--- src/hdl/flash_param_regs.svh ---
`ifndef FLASH_PARAM_REGS_SVH
`define FLASH_PARAM_REGS_SVH

// Serial framing: opcode, 24 address bits, dummy clocks, then data
`define RD_OPCODE      8'h5A
`define CMD_LAST       5'h07
`define ADDR_LAST      5'h17
`define DUMMY_LAST     5'h07
`define BYTE_LAST      3'h7

// Placement in the discoverable address space
`define BFT_SFDP_ADDR  24'h001090
`define WRAP_SHIFT     24'h000002

// Wrapped offsets
`define OFS_ID         8'h00
`define OFS_LEN        8'h01
`define OFS_CAPS       8'h02
`define OFS_ERASE4K    8'h03
`define OFS_DW1B2      8'h04
`define OFS_DW1B3      8'h05
`define OFS_DEN0       8'h06
`define OFS_DEN1       8'h07
`define OFS_DEN2       8'h08
`define OFS_DEN3       8'h09
`define OFS_QIO_CYC    8'h0A
`define OFS_QIO_OPC    8'h0B
`define OFS_QOUT_CYC   8'h0C
`define OFS_QOUT_OPC   8'h0D

// Contents
`define PRM_ID_VAL     8'hA5
`define PRM_LEN_VAL    8'h88
`define CAPS_UNUSED    3'h7
`define CAPS_SR_NV06   2'h0
`define CAPS_BUF_GT64  1'h1
`define CAPS_4K_NONE   2'h3
`define ERASE4K_OPC    8'hFF
`define DW1_BIT23      1'h1
`define DW1_QOUT       1'h0
`define DW1_QIO        1'h1
`define DW1_DIO        1'h1
`define DW1_ADDR_MODE  2'h1
`define DW1_DOUT       1'h0
`define DW1_DDR_BIT    3
`define DW1_TOP        8'hFF
`define DENSITY_BITS   32'h1FFFFFFF
`define QIO_MODE_CYC   3'h2
`define QIO_DUMMY_CYC  5'h08
`define QIO_OPCODE     8'hEB
`define QOUT_MODE_CYC  3'h7
`define QOUT_DUMMY_CYC 5'h1F
`define QOUT_OPCODE    8'hFF
`define PARAM_FILL     8'hFF

`endif

--- src/hdl/flash_param_pkg.sv ---
package flash_param_pkg;

    typedef enum logic [2:0] {
        ST_IDLE  = 3'b000,
        ST_CMD   = 3'b001,
        ST_ADDR  = 3'b010,
        ST_DUMMY = 3'b011,
        ST_DATA  = 3'b100,
        ST_SKIP  = 3'b101
    } xfer_state_type;

    typedef logic [7:0]  byte_type;
    typedef logic [23:0] addr_type;

endpackage

--- src/hdl/rom_rd_if.sv ---
`timescale 1ns/100ps

interface rom_rd_if;
    logic                      rd_en;
    logic                      hit;
    logic                      ddr_sel;
    flash_param_pkg::byte_type ofs;
    flash_param_pkg::byte_type rdata;

    modport reader (output rd_en, output hit, output ddr_sel, output ofs, input rdata);
    modport store  (input rd_en, input hit, input ddr_sel, input ofs, output rdata);
endinterface
--- src/hdl/flash_param_discovery_rom.sv ---
`timescale 1ns/100ps
`include "flash_param_regs.svh"

module flash_param_discovery_rom (
    // Clock and reset
    input  wire logic sys_clk_i,
    input  wire logic rstn_i,
    // Serial read port, clock modes 0 and 3
    input  wire logic spi_sck_i,
    input  wire logic spi_cs_n_i,
    input  wire logic spi_si_i,
    output logic      spi_so_o,
    output logic      spi_so_oe_o,
    // Part variant strap, high on the double data rate part
    input  wire logic ddr_variant_i
);

    // ID and length bytes sit just below the first basic table byte
    localparam logic [23:0] BASE_ADDR = `BFT_SFDP_ADDR - `WRAP_SHIFT;
    localparam logic [23:0] SPAN      = {16'h0000, `PRM_LEN_VAL} + `WRAP_SHIFT;

    logic [3:0]                      pins_s;
    flash_param_pkg::xfer_state_type state_q;
    flash_param_pkg::xfer_state_type state_d;
    logic [4:0]                      cnt_q;
    logic [4:0]                      cnt_d;
    logic [7:0]                      cmd_q;
    flash_param_pkg::addr_type       addr_q;
    flash_param_pkg::byte_type       byte_q;
    logic                            sck_prev_q;
    logic                            so_q;
    logic                            oe_q;

    rom_rd_if rd_bus ();

    // Pins come from the host's domain; SCK must stay well below the system clock
    pin_sync #(
        .W       (4),
        .RST_VAL (4'h2)
    ) u_pin_sync (
        .clk_i  (sys_clk_i),
        .rstn_i (rstn_i),
        .d_i    ({ddr_variant_i, spi_si_i, spi_cs_n_i, spi_sck_i}),
        .q_o    (pins_s)
    );

    param_rom u_param_rom (
        .clk_i  (sys_clk_i),
        .rstn_i (rstn_i),
        .bus    (rd_bus.store)
    );

    wire logic sck_s   = pins_s[0];
    wire logic cs_n_s  = pins_s[1];
    wire logic si_s    = pins_s[2];
    wire logic ddr_s   = pins_s[3];

    // Edges only count inside a frame
    wire logic rise    = ~cs_n_s & sck_s & ~sck_prev_q;
    wire logic fall    = ~cs_n_s & ~sck_s & sck_prev_q;

    // Idle also shifts so a first SCK edge right after select is not lost
    wire logic in_cmd   = (state_q == flash_param_pkg::ST_IDLE) | (state_q == flash_param_pkg::ST_CMD);
    wire logic in_addr  = (state_q == flash_param_pkg::ST_ADDR);
    wire logic in_dummy = (state_q == flash_param_pkg::ST_DUMMY);
    wire logic in_data  = (state_q == flash_param_pkg::ST_DATA);

    wire logic [7:0] cmd_next  = {cmd_q[6:0], si_s};
    wire logic       cmd_done  = rise & in_cmd & (cnt_q == `CMD_LAST);
    wire logic       cmd_ok    = (cmd_next == `RD_OPCODE);
    wire logic       addr_done = rise & in_addr & (cnt_q == `ADDR_LAST);
    wire logic       dummy_done = rise & in_dummy & (cnt_q == `DUMMY_LAST);
    wire logic       byte_done = fall & in_data & (cnt_q[2:0] == `BYTE_LAST);

    wire logic [23:0] ofs_w = addr_q - BASE_ADDR;
    wire logic        hit   = (addr_q >= BASE_ADDR) & (ofs_w < SPAN);

    assign rd_bus.rd_en   = ~in_cmd;
    assign rd_bus.hit     = hit;
    assign rd_bus.ofs     = ofs_w[7:0];
    assign rd_bus.ddr_sel = ddr_s;

    always_comb begin
        state_d = state_q;
        if (cs_n_s) begin
            state_d = flash_param_pkg::ST_IDLE;
        end else begin
            unique case (state_q)
                flash_param_pkg::ST_IDLE: begin
                    state_d = flash_param_pkg::ST_CMD;
                end
                flash_param_pkg::ST_CMD: begin
                    if (cmd_done) begin
                        state_d = cmd_ok ? flash_param_pkg::ST_ADDR : flash_param_pkg::ST_SKIP;
                    end
                end
                flash_param_pkg::ST_ADDR: begin
                    if (addr_done) begin
                        state_d = flash_param_pkg::ST_DUMMY;
                    end
                end
                flash_param_pkg::ST_DUMMY: begin
                    if (dummy_done) begin
                        state_d = flash_param_pkg::ST_DATA;
                    end
                end
                flash_param_pkg::ST_DATA: begin
                    state_d = flash_param_pkg::ST_DATA;
                end
                flash_param_pkg::ST_SKIP: begin
                    state_d = flash_param_pkg::ST_SKIP;
                end
                default: begin
                    state_d = flash_param_pkg::ST_IDLE;
                end
            endcase
        end
    end

    // Cleared at every phase boundary and every byte, counts rises before data, falls during it
    assign cnt_d = (cs_n_s | cmd_done | addr_done | dummy_done | byte_done) ? 5'h00 :
                   ((rise & ~in_data) | (fall & in_data)) ? cnt_q + 5'h01 : cnt_q;

    always_ff @(posedge sys_clk_i or negedge rstn_i) begin
        if (!rstn_i) begin
            state_q    <= flash_param_pkg::ST_IDLE;
            cnt_q      <= 5'h00;
            sck_prev_q <= 1'h0;
        end else begin
            state_q    <= state_d;
            cnt_q      <= cnt_d;
            sck_prev_q <= sck_s;
        end
    end

    always_ff @(posedge sys_clk_i or negedge rstn_i) begin
        if (!rstn_i) begin
            cmd_q <= 8'h00;
        end else if (rise & in_cmd) begin
            cmd_q <= cmd_next;
        end
    end

    // The store answers one cycle after the address settles, long before the next SCK edge
    always_ff @(posedge sys_clk_i or negedge rstn_i) begin
        if (!rstn_i) begin
            addr_q <= 24'h000000;
            byte_q <= `PARAM_FILL;
        end else if (rise & in_addr) begin
            addr_q <= {addr_q[22:0], si_s};
        end else if (dummy_done | byte_done) begin
            addr_q <= addr_q + 24'h000001;
            byte_q <= rd_bus.rdata;
        end
    end

    // Output changes on falling SCK so the host samples it stable on the rise
    always_ff @(posedge sys_clk_i or negedge rstn_i) begin
        if (!rstn_i) begin
            so_q <= 1'h0;
            oe_q <= 1'h0;
        end else begin
            if (fall & in_data) begin
                so_q <= byte_q[~cnt_q[2:0]];
            end
            oe_q <= (state_d == flash_param_pkg::ST_DATA);
        end
    end

    assign spi_so_o    = so_q;
    assign spi_so_oe_o = oe_q;
endmodule

--- src/hdl/param_rom.sv ---
`timescale 1ns/100ps
`include "flash_param_regs.svh"

module param_rom (
    // Clock and reset
    input  wire logic clk_i,
    input  wire logic rstn_i,
    // Read port
    rom_rd_if.store   bus
);

    localparam logic [31:0] DENSITY = `DENSITY_BITS;

    function automatic logic [7:0] lookup(input logic [7:0] ofs, input logic ddr);
        case (ofs)
            `OFS_ID:       lookup = `PRM_ID_VAL;
            `OFS_LEN:      lookup = `PRM_LEN_VAL;
            `OFS_CAPS:     lookup = {`CAPS_UNUSED, `CAPS_SR_NV06, `CAPS_BUF_GT64,
                                     `CAPS_4K_NONE};
            `OFS_ERASE4K:  lookup = `ERASE4K_OPC;
            `OFS_DW1B2:    lookup = {`DW1_BIT23, `DW1_QOUT, `DW1_QIO, `DW1_DIO, ddr,
                                     `DW1_ADDR_MODE, `DW1_DOUT};
            `OFS_DW1B3:    lookup = `DW1_TOP;
            `OFS_DEN0:     lookup = DENSITY[7:0];
            `OFS_DEN1:     lookup = DENSITY[15:8];
            `OFS_DEN2:     lookup = DENSITY[23:16];
            `OFS_DEN3:     lookup = DENSITY[31:24];
            `OFS_QIO_CYC:  lookup = {`QIO_MODE_CYC, `QIO_DUMMY_CYC};
            `OFS_QIO_OPC:  lookup = `QIO_OPCODE;
            `OFS_QOUT_CYC: lookup = {`QOUT_MODE_CYC, `QOUT_DUMMY_CYC};
            `OFS_QOUT_OPC: lookup = `QOUT_OPCODE;
            default:       lookup = `PARAM_FILL;
        endcase
    endfunction

    wire logic [7:0] tbl_byte = bus.hit ? lookup(bus.ofs, bus.ddr_sel) : `PARAM_FILL;

    logic [7:0] rdata_q;

    always_ff @(posedge clk_i or negedge rstn_i) begin
        if (!rstn_i) begin
            rdata_q <= `PARAM_FILL;
        end else if (bus.rd_en) begin
            rdata_q <= tbl_byte;
        end
    end

    assign bus.rdata = rdata_q;

endmodule

--- src/hdl/pin_sync.sv ---
`timescale 1ns/100ps

module pin_sync #(
    parameter int           W       = 1,
    parameter logic [W-1:0] RST_VAL = '0
) (
    // Clock and reset
    input  wire logic         clk_i,
    input  wire logic         rstn_i,
    // Asynchronous levels in, synchronised levels out
    input  wire logic [W-1:0] d_i,
    output logic      [W-1:0] q_o
);

    logic [W-1:0] meta_q;

    // The first stage feeds the second stage only
    always_ff @(posedge clk_i or negedge rstn_i) begin
        if (!rstn_i) begin
            meta_q <= RST_VAL;
            q_o    <= RST_VAL;
        end else begin
            meta_q <= d_i;
            q_o    <= meta_q;
        end
    end

endmodule

--- config.mk ---
export PLATFORM = sky130hd
export DESIGN_NAME = flash_param_discovery_rom
export DESIGN_NICKNAME = d
export VERILOG_FILES = /design/src/hdl/flash_param_pkg.sv /design/src/hdl/rom_rd_if.sv /design/src/hdl/flash_param_discovery_rom.sv /design/src/hdl/param_rom.sv /design/src/hdl/pin_sync.sv
export VERILOG_INCLUDE_DIRS = /design/src /design/src/hdl
export SDC_FILE = /design/constraint.sdc
export NUM_CORES = 1
export LEC_CHECK = 0
export BUFFER_PORTS_ARGS = -buffer_cell sky130_fd_sc_hd__buf_2
export CELL_PAD_IN_SITES_DETAIL_PLACEMENT = 1
export CELL_PAD_IN_SITES_GLOBAL_PLACEMENT = 1
export CORE_MARGIN = 2
export CORE_UTILIZATION = 49
export DETAILED_ROUTE_END_ITERATION = 10
export PLACE_DENSITY_LB_ADDON = 0.1
export SLEW_MARGIN = 10
export SYNTH_ARGS = -nofsm -noshare
export SYNTH_HDL_FRONTEND = slang
export SYNTH_HIERARCHICAL = 1
export SYNTH_SLANG_ARGS = --single-unit
--- constraint.sdc ---
create_clock -name sys_clk_i -period 3.51 [get_ports sys_clk_i]
set_input_delay 0.5265 -clock sys_clk_i [delete_from_list [all_inputs] [get_ports sys_clk_i]]
set_output_delay 0.5265 -clock sys_clk_i [all_outputs]
set_load 0.05 [all_outputs]
**Yosys cells after proc, flatten, opt, wreduce, memory -nomap -nowiden**

Cells that the tools add are included.

- Add/subtract/negate cells: 3
- $mul: 0
- Divide/modulo/power cells: 0
- Order comparisons: 3
- Eq/ne operators: 16
- Shift operators: 0
- Muxes and demuxes: 14
- Bitwise logic cells: 27
- Reduce and logical (&&, ||, !) cells: 5

Operator list:

| operator | count |
|---|---|
| 8-bit case mux with 7 select lines | 1 |
| 24-bit 2-to-1 mux | 2 |
| 24-bit by 1-bit adder with 24-bit output (second input constant) | 1 |
| 8-bit by 4-bit == test with 1-bit output (second input constant) | 3 |
| 24-bit by 13-bit >= comparator with 1-bit output (second input constant) | 1 |
| 24-bit by 8-bit less-than comparator with 1-bit output (second input constant) | 1 |
| 24-bit by 13-bit subtractor with 24-bit output (second input constant) | 1 |
| 3-bit case mux with 6 select lines | 1 |
| 3-bit 2-to-1 mux | 5 |
| 1-bit bitwise AND | 14 |
| 3-bit == test (second input constant) | 4 |
| 5-bit 2-to-1 mux | 2 |
| 8-bit by 1-bit == test with 1-bit output (second input constant) | 1 |
| 8-bit by 2-bit == test with 1-bit output (second input constant) | 1 |
| 8-bit by 3-bit == test with 1-bit output (second input constant) | 1 |
| 8-bit by 7-bit == test with 1-bit output (second input constant) | 1 |
| 8-bit zero test | 1 |
| 8-bit 2-to-1 mux | 1 |
| 1-bit bitwise OR | 7 |
| 3-bit by 2-bit == test with 1-bit output (second input constant) | 2 |
| 5-bit by 1-bit adder with 5-bit output (second input constant) | 1 |
| 5-bit by 3-bit == test with 1-bit output (second input constant) | 1 |
| 5-bit == test (second input constant) | 1 |
| 1-bit NOT | 5 |
| 8 further kinds | 9 |

- Register bits: 66
- Bits in latches: 0
- Memory bits (writable): 0
- Bits in read-only memories: 0
- Bits of input ports: 6
- Output and inout port bits: 2
- Logic and storage cells: 79
- Memories kept: 0

**Depth between registers and ports, before layout**

Gate-level depths: netlist (run 1).

- Word-level depth: 10
- Gate-level depth with buffers: 12
- Gate-level depth less buffers: 11

**By module**

The synthesis (run 1) kept the hierarchy.

Modules (own cells, without submodules):

| module | instances | cells an instance | area each (µm²) | sequential area each (µm²) |
|---|---|---|---|---|
| flash_param_discovery_rom | 1 | 366 | 3,170.5 | 1,261.2 |
| param_rom | 1 | 51 | 471.7 | 210.2 |
| pin_sync | 1 | 8 | 202.7 | 202.7 |

**Least setup slack after synthesis (run 1)**

OpenSTA, ideal clock, no wires.

- Path kind: register to register
- Start point: register addr_q[1]
- End point: register u_param_rom.rdata_q[3], in the netlist u_param_rom/bus.rdata[3]
- Arrival: 2.827 ns
- Path slack: 0.600 ns
- Stages on the path, launching flop included: 12
- Path buffers: 0
- Clock period less this slack: 2.910 ns
- Path through: dfrtp_1 > ha_1 > a2111o_1 > a31oi_2 > o2111ai_1 > a31oi_1 > o2111ai_1 > nor4_1 > nand2_1 > and4bb_1 > nand2_1 > o32a_1

- Cells in the longest elaborated chain, start to end: 4
- Elaborated cells on any way between the ends: 13

Ends and longest elaborated chain:

| item | RTL line | RTL |
|---|---|---|
| from (decl) | flash_param_discovery_rom.sv:28 | `flash_param_pkg::addr_type addr_q;` |
| from (signal assigned) | flash_param_discovery_rom.sv:150 | `addr_q <= {addr_q[22:0], si_s};` |
| from (signal assigned) | flash_param_discovery_rom.sv:152 | `addr_q <= addr_q + 24'h000001;` |
| 24-bit by 13-bit subtractor with 24-bit output | flash_param_discovery_rom.sv:75 | `wire logic [23:0] ofs_w = addr_q - BASE_ADDR;` |
| 24-bit by 8-bit less-than comparator with 1-bit output | flash_param_discovery_rom.sv:76 | `wire logic hit = (addr_q >= BASE_ADDR) & (ofs_w < SPAN);` |
| 1-bit bitwise AND (*) | flash_param_discovery_rom.sv:76 |  |
| named net hit | flash_param_discovery_rom.sv:76 |  |
| 8-bit 2-to-1 mux (no line) (*) | -- |  |
| to (signal assigned) | param_rom.sv:42 | `` rdata_q <= `PARAM_FILL; `` |
| to (signal assigned) | param_rom.sv:44 | `rdata_q <= tbl_byte;` |
| to (decl) | param_rom.sv:38 | `logic [7:0] rdata_q;` |

The timed path passes the listed nets; every way through them passes the cells marked *.
A chain may end at the register's enable or synchronous reset.

**Worst setup path after layout (run 1)**

Same ends and word-level chain as after synthesis.

==> results of run 1 <==
kinds of logic (layout without fill, tap and decap cells):
kind of cell	count (synthesis)	count (layout)	synth area share, %
AOI/OAI and AO/OA	102	102	18.2
xor gates and xnor gates	10	10	2.28
adders and majority gates	4	4	1.30
buffers and inverters	39	46	4.23
DFF	66	66	43.5
muxes	18	18	5.60
and+or+nand+nor	186	186	24.9
final timing paths:
| path | endpoint | start |
|---|---|---|
| setup / recovery | u_param_rom/bus.rdata[3] | addr_q[1] |
| hold / removal | addr_q[7] | rstn_i |
| setup reg to reg | u_param_rom/bus.rdata[3] | addr_q[1] |
| hold reg to reg | u_pin_sync/q_o[2] | u_pin_sync/meta_q[2] |
| max in group asynchronous | u_param_rom/bus.rdata[6] | rstn_i |
| min in group sys_clk_i | u_pin_sync/meta_q[1] | spi_cs_n_i |
sequential cells by signal (all words and copies together) (netlist names):
signal and cells:
u_param_rom/bus.rdata 8, cmd_q 7, cnt_q 5, spi_so_o 1
sck_prev_q 1, spi_so_oe_o 1, addr_q 24, u_pin_sync/meta_q 4
u_pin_sync/q_o 4, byte_q 8, state_q 3
power breakdown:
part	leakage [nW]	internal [mW]	switching, mW
Combinational	0.803	0.0405	0.0348
Sequential	0.826	0.801	0.0292
Clock	0.124	0.478	0.336
metal layers:
metal / vias up / wire, µm
met3: 15 / 270
li1: 1552 / -
met2: 43 / 5050
met5: - / 0
met4: 0 / 174
met1: 1672 / 4910
placed cells by master (no fill, tap or decap), drive strengths merged, types with 5 or more instances in the layout:
master and instances:
o21ai 19, mux2i 8, and3 5, nand4 6, o311ai 7, nor2 36
nand2 70, dfstp 18, a21oi 29, a31oi 6, inv 10, or3 6
nor3 13, mux2 8, o211ai 5, nand3 12, dfrtp 48, buf 21
nor3b 5, clkbuf 9, nor4 5, xnor2 6, nor2b 7
per-stage QoR:
stage | area, µm² | total power, mW | util [%]
after floorplan | 3840 | 0.880 | -
after global routing | 4260 | 1.77 | 55.7
after CTS | 4250 | 1.74 | 55.6
after global placement | 4000 | 0.912 | 52.4
after detailed placement | 4000 | 0.922 | 52.4
final | 4260 | 1.72 | 55.7
final cells by class:
type / instances / area [µm²]
Inverter: 9 / 33.8
Clock buffer: 9 / 124
Multi-Input combinational cell: 320 / 2020
Clock inverter: 7 / 125
Timing Repair Buffer: 21 / 153
Sequential cell: 66 / 1670
Tap cell: 102 / 128
Fill cell: 893 / 3390
==> results.cfg, run 1 <==
[outcome]
status = finished clean

[cells_and_area]
layoutNonFillerInstCount = 534
area_growth_pct = 10.8
drive_gt1_share_pct = 16.9
nets = 437
diodes = 0

[sta]
slew_headroom_pct = 42.4
final-setup-viol-count = 0
fin_skew_ns = 0.0109
slew_violations = 0
fin_crit_sh_pct = 93.6
hold_violations = 0
fin_setup_tns_ns = 0
fmax_mhz = 304
fin_ws_ns = 0.224
min_period_ns = 3.29
holdWs_ns = 0.183
rsz0062_at_grt = false
worst_pin_slew_ns = 0.861

[logic_synthesis]
yosysWarningCount = 6
ys_top_cells_by_count = nand2_1, dfrtp_1, nor2_1
syn_nets = 435
synth_cell_types = 67
synth_top_cell_area_share_pct = 31.2
synth-seq-area-share_pct = 43.5
synth_area_um2 = 3840
syn_avg_cell_area_um2 = 9.05
yosysMostFrequentCell = nand2_1
synth_edf_count = 0
synth_top_cell_by_area = dfrtp_1
synth_cells = 425
ys_ff_latch = 66
synthTopCellsByArea = dfrtp_1, dfstp_2, nand2_1
synthFlopType = dfrtp_1
async_reset_ff_share_pct = 100

[grt]
antenna_found_initial = 0
gr-usage-met1_pct = 35.4
busiest_layer = met2
gr-usage-met3_pct = 5.13
met2_usage_pct = 43.3
overflow = 0
grtUsageTotal_pct = 26.4
grt_pass1_vias = 3427
grt_max_degree = 43
grt_pass1_wl_mm = 17.6

[worst_hold_path]
hold_class = primary input to async pin

[drt]
drtAntennaViolNets = 0
drc = 0
drt_wl_total_mm = 10.4
viasPerCell = 6.15
vias = 3282
wire_per_inst_um = 19.5
first_iter_violations = 98
dr.pass1.iters = 4

[clocking]
post_cts_buffers = 0
clockBufferDepth = 2
path_clk_slew_ns = 0.09
cts_resized = 0
cts_buffers = 9
hold_buffers = 0
worst_skew_pair.late_latency_ns = 0.36
h-tree-depth = 3
clkSinkCount = 66
tritoncts = yes
cts_root_buffer = clkbuf_8

[place]
port-buffer-count = 7
gp_congestion = 0.903
placed_cells = 518
place_ws_ns = 0.215
dpl.hpwl_mm = 7.34

[critical_path]
ff2ff_path_depth = 11
worstSetupStartpointType = register
r2r_slack_ns = 0.22
path_class = register to register
crit_buf_inv = 0
cpMaxStageDelayCell = a2111o_1
worstPathArrival_ns = 3.58
end_kind = register
critPathMaxStageDelay_ns = 0.46
path_depth = 11
cp.required_ns = 3.80
cp_cell_sequence = ha_1, a2111o_1, a31oi_2, o2111ai_1, a31oi_1, o2111ai_1, nor4_2, nand2_1, and4bb_1, nand2_1, o32a_1
cp_top_family = compound AO/OA/AOI/OAI gates
worstPathMaxFanout = 5

[die]
die_area_um2 = 8570
die-height_um = 92.6
initial_utilization_pct = 50.3
pin_count = 8
die_w_um = 92.6
core-area_um2 = 7650
num_rows = 32

[pwr]
p_leak_nw = 1.75
max-vdd-ir-drop_mv = 0.242
power_density_nw_per_um2 = 404

[run]
cap_violations = 0
No activity file was read; power rests on OpenSTA's default activity.
==> inputs of run 2 (changes only) <==
--- a/config.mk
+++ b/config.mk
@@ -13,6 +13,7 @@
 export CORE_UTILIZATION = 49
 export DETAILED_ROUTE_END_ITERATION = 10
 export PLACE_DENSITY_LB_ADDON = 0.1
+export SETUP_SLACK_MARGIN = 0.4
 export SLEW_MARGIN = 10
 export SYNTH_ARGS = -nofsm -noshare
 export SYNTH_HDL_FRONTEND = slang
==> results.cfg, run 2 (synthesized netlist as in run 1, its figures left out) <==
[outcome]
status = finished clean

[drt]
drtAntennaViolNets = 0
vias = 3325
dr.pass1.iters = 4
drt_wl_total_mm = 10.6
first_iter_violations = 113
viasPerCell = 6.17
wire_per_inst_um = 19.7
drc = 0

[place]
port-buffer-count = 7
dpl.hpwl_mm = 7.34
gp_congestion = 0.903

[clocking]
clkSinkCount = 66
clockBufferDepth = 2
tritoncts = yes
worst_skew_pair.late_latency_ns = 0.36
h-tree-depth = 3
path_clk_slew_ns = 0.09
cts_root_buffer = clkbuf_8
cts_buffers = 9

[cells_and_area]
diodes = 0
final_common_cell = nand2_1
fillCellCount = 885
utilization_pct = 56.6
drive_gt1_share_pct = 18.8
nets = 442
ff_latch_area_um2 = 1670
multi_input_area_um2 = 2050
area_growth_pct = 12.5
largest-register = addr_q
final_cell_mix = nand2_1, dfrtp_1, nor2_1
largest_reg_flops = 24

[sta]
fmax_mhz = 317
rsz0062_at_grt = true
final-setup-viol-count = 0
min_period_ns = 3.16
hold_violations = 0
fin_crit_sh_pct = 89.9
fin_setup_tns_ns = 0
slew_violations = 0
fin_skew_ns = 0.0129
worst_pin_slew_ns = 0.873
slew_headroom_pct = 41.6

[pwr]
max-vdd-ir-drop_mv = 0.241
p_leak_nw = 1.78
power_density_nw_per_um2 = 398

[critical_path]
path_class = register to register
cp.required_ns = 3.80
worstPathMaxFanout = 7
end_kind = register
worstPathArrival_ns = 3.45
worstSetupStartpointType = register

[die]
pin_count = 8
initial_utilization_pct = 50.3
num_rows = 32
die_area_um2 = 8570
core-area_um2 = 7650
die-height_um = 92.6
die_w_um = 92.6

[worst_hold_path]
hold_class = primary input to async pin

[grt]
grt_max_degree = 43
grt_pass1_vias = 3440
grt_pass1_wl_mm = 17.7
antenna_found_initial = 0
grtUsageTotal_pct = 26.4
overflow = 0

[run]
cap_violations = 0
run 2: cell count changes in the layout (fill, tap and decap cells not counted):
cell and change:
buf_4 +4, a31oi_2 -1, a31oi_4 +1, buf_6 +1, ha_1 -1, ha_2 +1, nand2_1 -1, nand2_2 +1
nor3b_1 -1, nor3b_2 +1, o2111ai_1 -1, o2111ai_2 +1
run 2: metal layers:
layer,vias up,part of all wire (%),wire (µm),track usage (%)
met5,-,0,0,0
met4,0,1.8,192,8.08
met3,16,2.5,267,5.13
met2,45,49,5190,43.6
met1,1705,47,4960,35.4
li1,1559,-,-,-
run 2: worst paths after layout:
kind	cells past startpoint	startpoint	to	slack, ns
setup / recovery	10	addr_q[21]	u_param_rom/bus.rdata[3]	0.35
hold / removal	1	rstn_i	addr_q[18]	0.18
setup reg to reg	10	addr_q[21]	u_param_rom/bus.rdata[3]	0.35
hold reg to reg	0	u_pin_sync/meta_q[2]	u_pin_sync/q_o[2]	0.36
max in group asynchronous	2	rstn_i	byte_q[0]	2.63
min in group sys_clk_i	1	spi_cs_n_i	u_pin_sync/meta_q[1]	0.27
run 2: worst max-delay path: stages (launching register included):
cell	delay, ns
dfrtp_1	0.47
or4_1	0.55
nor4_1	0.31
o2111ai_2	0.20
a31oi_1	0.22
o2111ai_1	0.18
nor4_2	0.36
nand2_1	0.11
and4bb_1	0.31
nand2_2	0.06
o32a_1	0.33
run 2: final cells by class:
| cell class | instances | area share (%) |
|---|---|---|
| inverters | 9 | 0.781 |
| well taps | 102 | 2.95 |
| clock buffers | 9 | 2.86 |
| multi-input cells | 320 | 47.3 |
| clock inverters | 7 | 2.89 |
| flip-flops and latches | 66 | 38.7 |
| repair buffers | 26 | 4.48 |
run 2: per-stage QoR:
step	instance area [µm²]	cells	total power, mW	setup WS [ns]	hold WS [ns]
after floorplan	3840	425	0.880	0.600	0.231
after global placement	4000	518	0.912	0.451	0.333
after detailed placement	4000	518	0.922	0.215	0.339
after CTS	4270	534	1.74	0.408	0.192
after global routing	4330	539	1.77	0.200	0.224
final	4330	539	1.72	0.354	0.184
run 2: report_power, final:
part | internal (mW) | switching (mW) | total, mW
clock network | 0.478 | 0.338 | 0.816
registers | 0.801 | 0.0288 | 0.830
logic | 0.0405 | 0.0347 | 0.0752
total | 1.32 | 0.401 | 1.72
run 2: what timing repair did:
action,4_1_cts,5_1_grt
endpoints found under the setup margin,3,2
hold buffers,0,0
buffers inserted,0,5
gates resized for setup,2,5
pin swaps,1,10
endpoints found under the hold margin,0,0
==> inputs of run 3 (changes only) <==
--- a/config.mk
+++ b/config.mk
@@ -6,11 +6,12 @@
 export SDC_FILE = /design/constraint.sdc
 export NUM_CORES = 1
 export LEC_CHECK = 0
+export ABC_AREA = 1
 export BUFFER_PORTS_ARGS = -buffer_cell sky130_fd_sc_hd__buf_2
 export CELL_PAD_IN_SITES_DETAIL_PLACEMENT = 1
 export CELL_PAD_IN_SITES_GLOBAL_PLACEMENT = 1
 export CORE_MARGIN = 2
-export CORE_UTILIZATION = 49
+export CORE_UTILIZATION = 47
 export DETAILED_ROUTE_END_ITERATION = 10
 export PLACE_DENSITY_LB_ADDON = 0.1
 export SETUP_SLACK_MARGIN = 0.4
==> results.cfg, run 3 <==
[critical_path]
ff2ff_path_depth = 15
reg2reg_to = u_param_rom/bus.rdata[0]
worstSetupStartpointType = register
end_kind = register
worstPathMaxFanout = 13
cp.required_ns = 3.81
r2r_slack_ns = 0.99
path_class = register to register
rr_startpoint = addr_q[7]
worstSetupStartpoint = addr_q[7]
worstPathArrival_ns = 2.82

[place]
gp_congestion = 0.895
place_ws_ns = 1.07
port-buffer-count = 7
dpl.hpwl_mm = 8.74

[pwr]
p_switching_mw = 0.410
switching_share_pct = 25.6
power_density_nw_per_um2 = 347
p_leak_nw = 2.32
internal_power_mw = 1.19
power_frac_clock_pct = 44.5
seqPwrFrac_pct = 50.8
pwr-share-comb_pct = 4.7
max-vdd-ir-drop_mv = 0.234

[grt]
antenna_found_initial = 0
grtUsageTotal_pct = 25.6
overflow = 0
grt_pass1_wl_mm = 20.3
grt_pass1_vias = 4107
grt_max_degree = 39

[clocking]
clkSinkCount = 66
cts_resized = 0
path_clk_slew_ns = 0.08
hold_buffers = 0
worst_skew_pair.late_latency_ns = 0.36
clockBufferDepth = 2
tritoncts = yes
h-tree-depth = 3
cts_root_buffer = clkbuf_8
cts_buffers = 9
post_cts_buffers = 0

[worst_hold_path]
hold_end = u_pin_sync/meta_q[1]
hold_class = primary input to register
min_from = spi_cs_n_i
hold_depth = 1

[die]
die-height_um = 99.8
pin_count = 8
num_rows = 34
die_w_um = 99.8
initial_utilization_pct = 49.0
core-area_um2 = 8810
die_area_um2 = 9970

[sta]
slew_violations = 0
fmax_mhz = 397
fin_setup_tns_ns = 0
fin_crit_sh_pct = 71.8
fin_ws_ns = 0.990
min_period_ns = 2.52
slew_headroom_pct = 39.4
fin_skew_ns = 0.00868
hold_violations = 0
final-setup-viol-count = 0
worst_pin_slew_ns = 0.910
rsz0062_at_grt = false

[run]
cap_violations = 0

[logic_synthesis]
synth_cells = 606
synth_top_cell_by_area = dfrtp_1
async_reset_ff_share_pct = 100
syn_nets = 616
synth_top_cell_area_share_pct = 27.8
ys_ff_latch = 66
synth_cell_types = 39
synth_edf_count = 0
yosysMostFrequentCell = nand2_1
synth-seq-area-share_pct = 38.8
synthTopCellsByArea = dfrtp_1, nand2_1, dfstp_2
syn_avg_cell_area_um2 = 7.12
ys_top_cells_by_count = nand2_1, nor2_1, inv_1
yosysWarningCount = 6
synthFlopType = dfrtp_1
synth_area_um2 = 4320

[cells_and_area]
largest-register = addr_q
multi_input_area_um2 = 2260
ff_latch_area_um2 = 1670
final_common_cell = nand2_1
drive_gt1_share_pct = 13.1
fillCellCount = 1159
largest_reg_flops = 24
nets = 615
final_cell_mix = nand2_1, nor2_1, inv_1
diodes = 0
area_growth_pct = 6.93

[drt]
wire_per_inst_um = 16.5
first_iter_violations = 118
drtAntennaViolNets = 0
drc = 0
drt_wl_total_mm = 11.9
dr.pass1.iters = 4
viasPerCell = 5.55
vias = 3988

[outcome]
status = finished clean
[run 3: power groups by stage]
stage               clock [mW]  combinational, mW  sequential, mW
floorplan                    0             0.0480           0.821
global placement             0             0.0732           0.826
detailed placement           0             0.0771           0.828
CTS                      0.720             0.0775           0.813
global route             0.748             0.0922           0.817
finish                   0.713             0.0758           0.813
[run 3: cells by family after synthesis]
logic type	Yosys count	share of synthesized area, %
AOI/OAI and AO/OA	85	11.8
xor gates and xnor gates	16	3.25
adders and majority gates	4	1.16
buffers and inverters	96	8.84
DFF	66	38.8
and+or+nand+nor	339	36.1
[run 3: final cells by class]
cell class | instances | share of cell area, %
clock buffers | 11 | 3.31
clock inverters | 5 | 1.33
inverters | 75 | 6.10
multi-input cells | 444 | 49.0
flip-flops and latches | 66 | 36.3
well taps | 108 | 2.93
repair buffers | 9 | 1.08
[run 3: worst max-delay path: stages (launching register included)]
cell	delay (ns)
dfrtp_1	0.66
nand2_1	0.10
nor2_1	0.19
nand2_1	0.13
nand3_1	0.09
nand2_1	0.05
nor2_1	0.13
nand2_1	0.07
nor2_1	0.12
nand3_1	0.10
nor3_2	0.27
nand2_1	0.14
nor2_1	0.17
nand3_1	0.11
nand2_1	0.07
inv_1	0.04
[run 3: metrics by stage]
| stage | std cells | power, mW | hold slack (ns) | utilization, % | instance area, µm² |
|---|---|---|---|---|---|
| 3_5_place_dp | 702 | 0.905 | 0.340 | 50.0 | 4400 |
| 3_3_place_gp | 702 | 0.899 | 0.334 | 50.0 | 4400 |
| 2_1_floorplan | 606 | 0.869 | 0.231 | - | 4320 |
| 6_report | 718 | 1.60 | 0.259 | 52.4 | 4620 |
| 4_1_cts | 718 | 1.61 | 0.251 | 52.4 | 4620 |
| 5_1_grt | 718 | 1.66 | 0.259 | 52.4 | 4620 |
[run 3: layer usage]
metal / track usage [%] / vias up / wire length (µm)
met4: 8.64 / 0 / 211
met5: 0 / - / 0
met3: 3.13 / 17 / 235
met1: 36.0 / 1967 / 6010
met2: 41.2 / 40 / 5430
li1: - / 1964 / -
[run 3: worst max path at each step]
stage / slack [ns] / to / cells past startpoint
CTS: 1.00 / u_param_rom/bus.rdata[0] / 17
detailed placement: 1.07 / u_param_rom/bus.rdata[0] / 16
finish: 0.99 / u_param_rom/bus.rdata[0] / 15
floorplan: 1.45 / u_param_rom/bus.rdata[0] / 16
global route: 0.71 / u_param_rom/bus.rdata[0] / 16
global placement: 1.16 / u_param_rom/bus.rdata[0] / 17
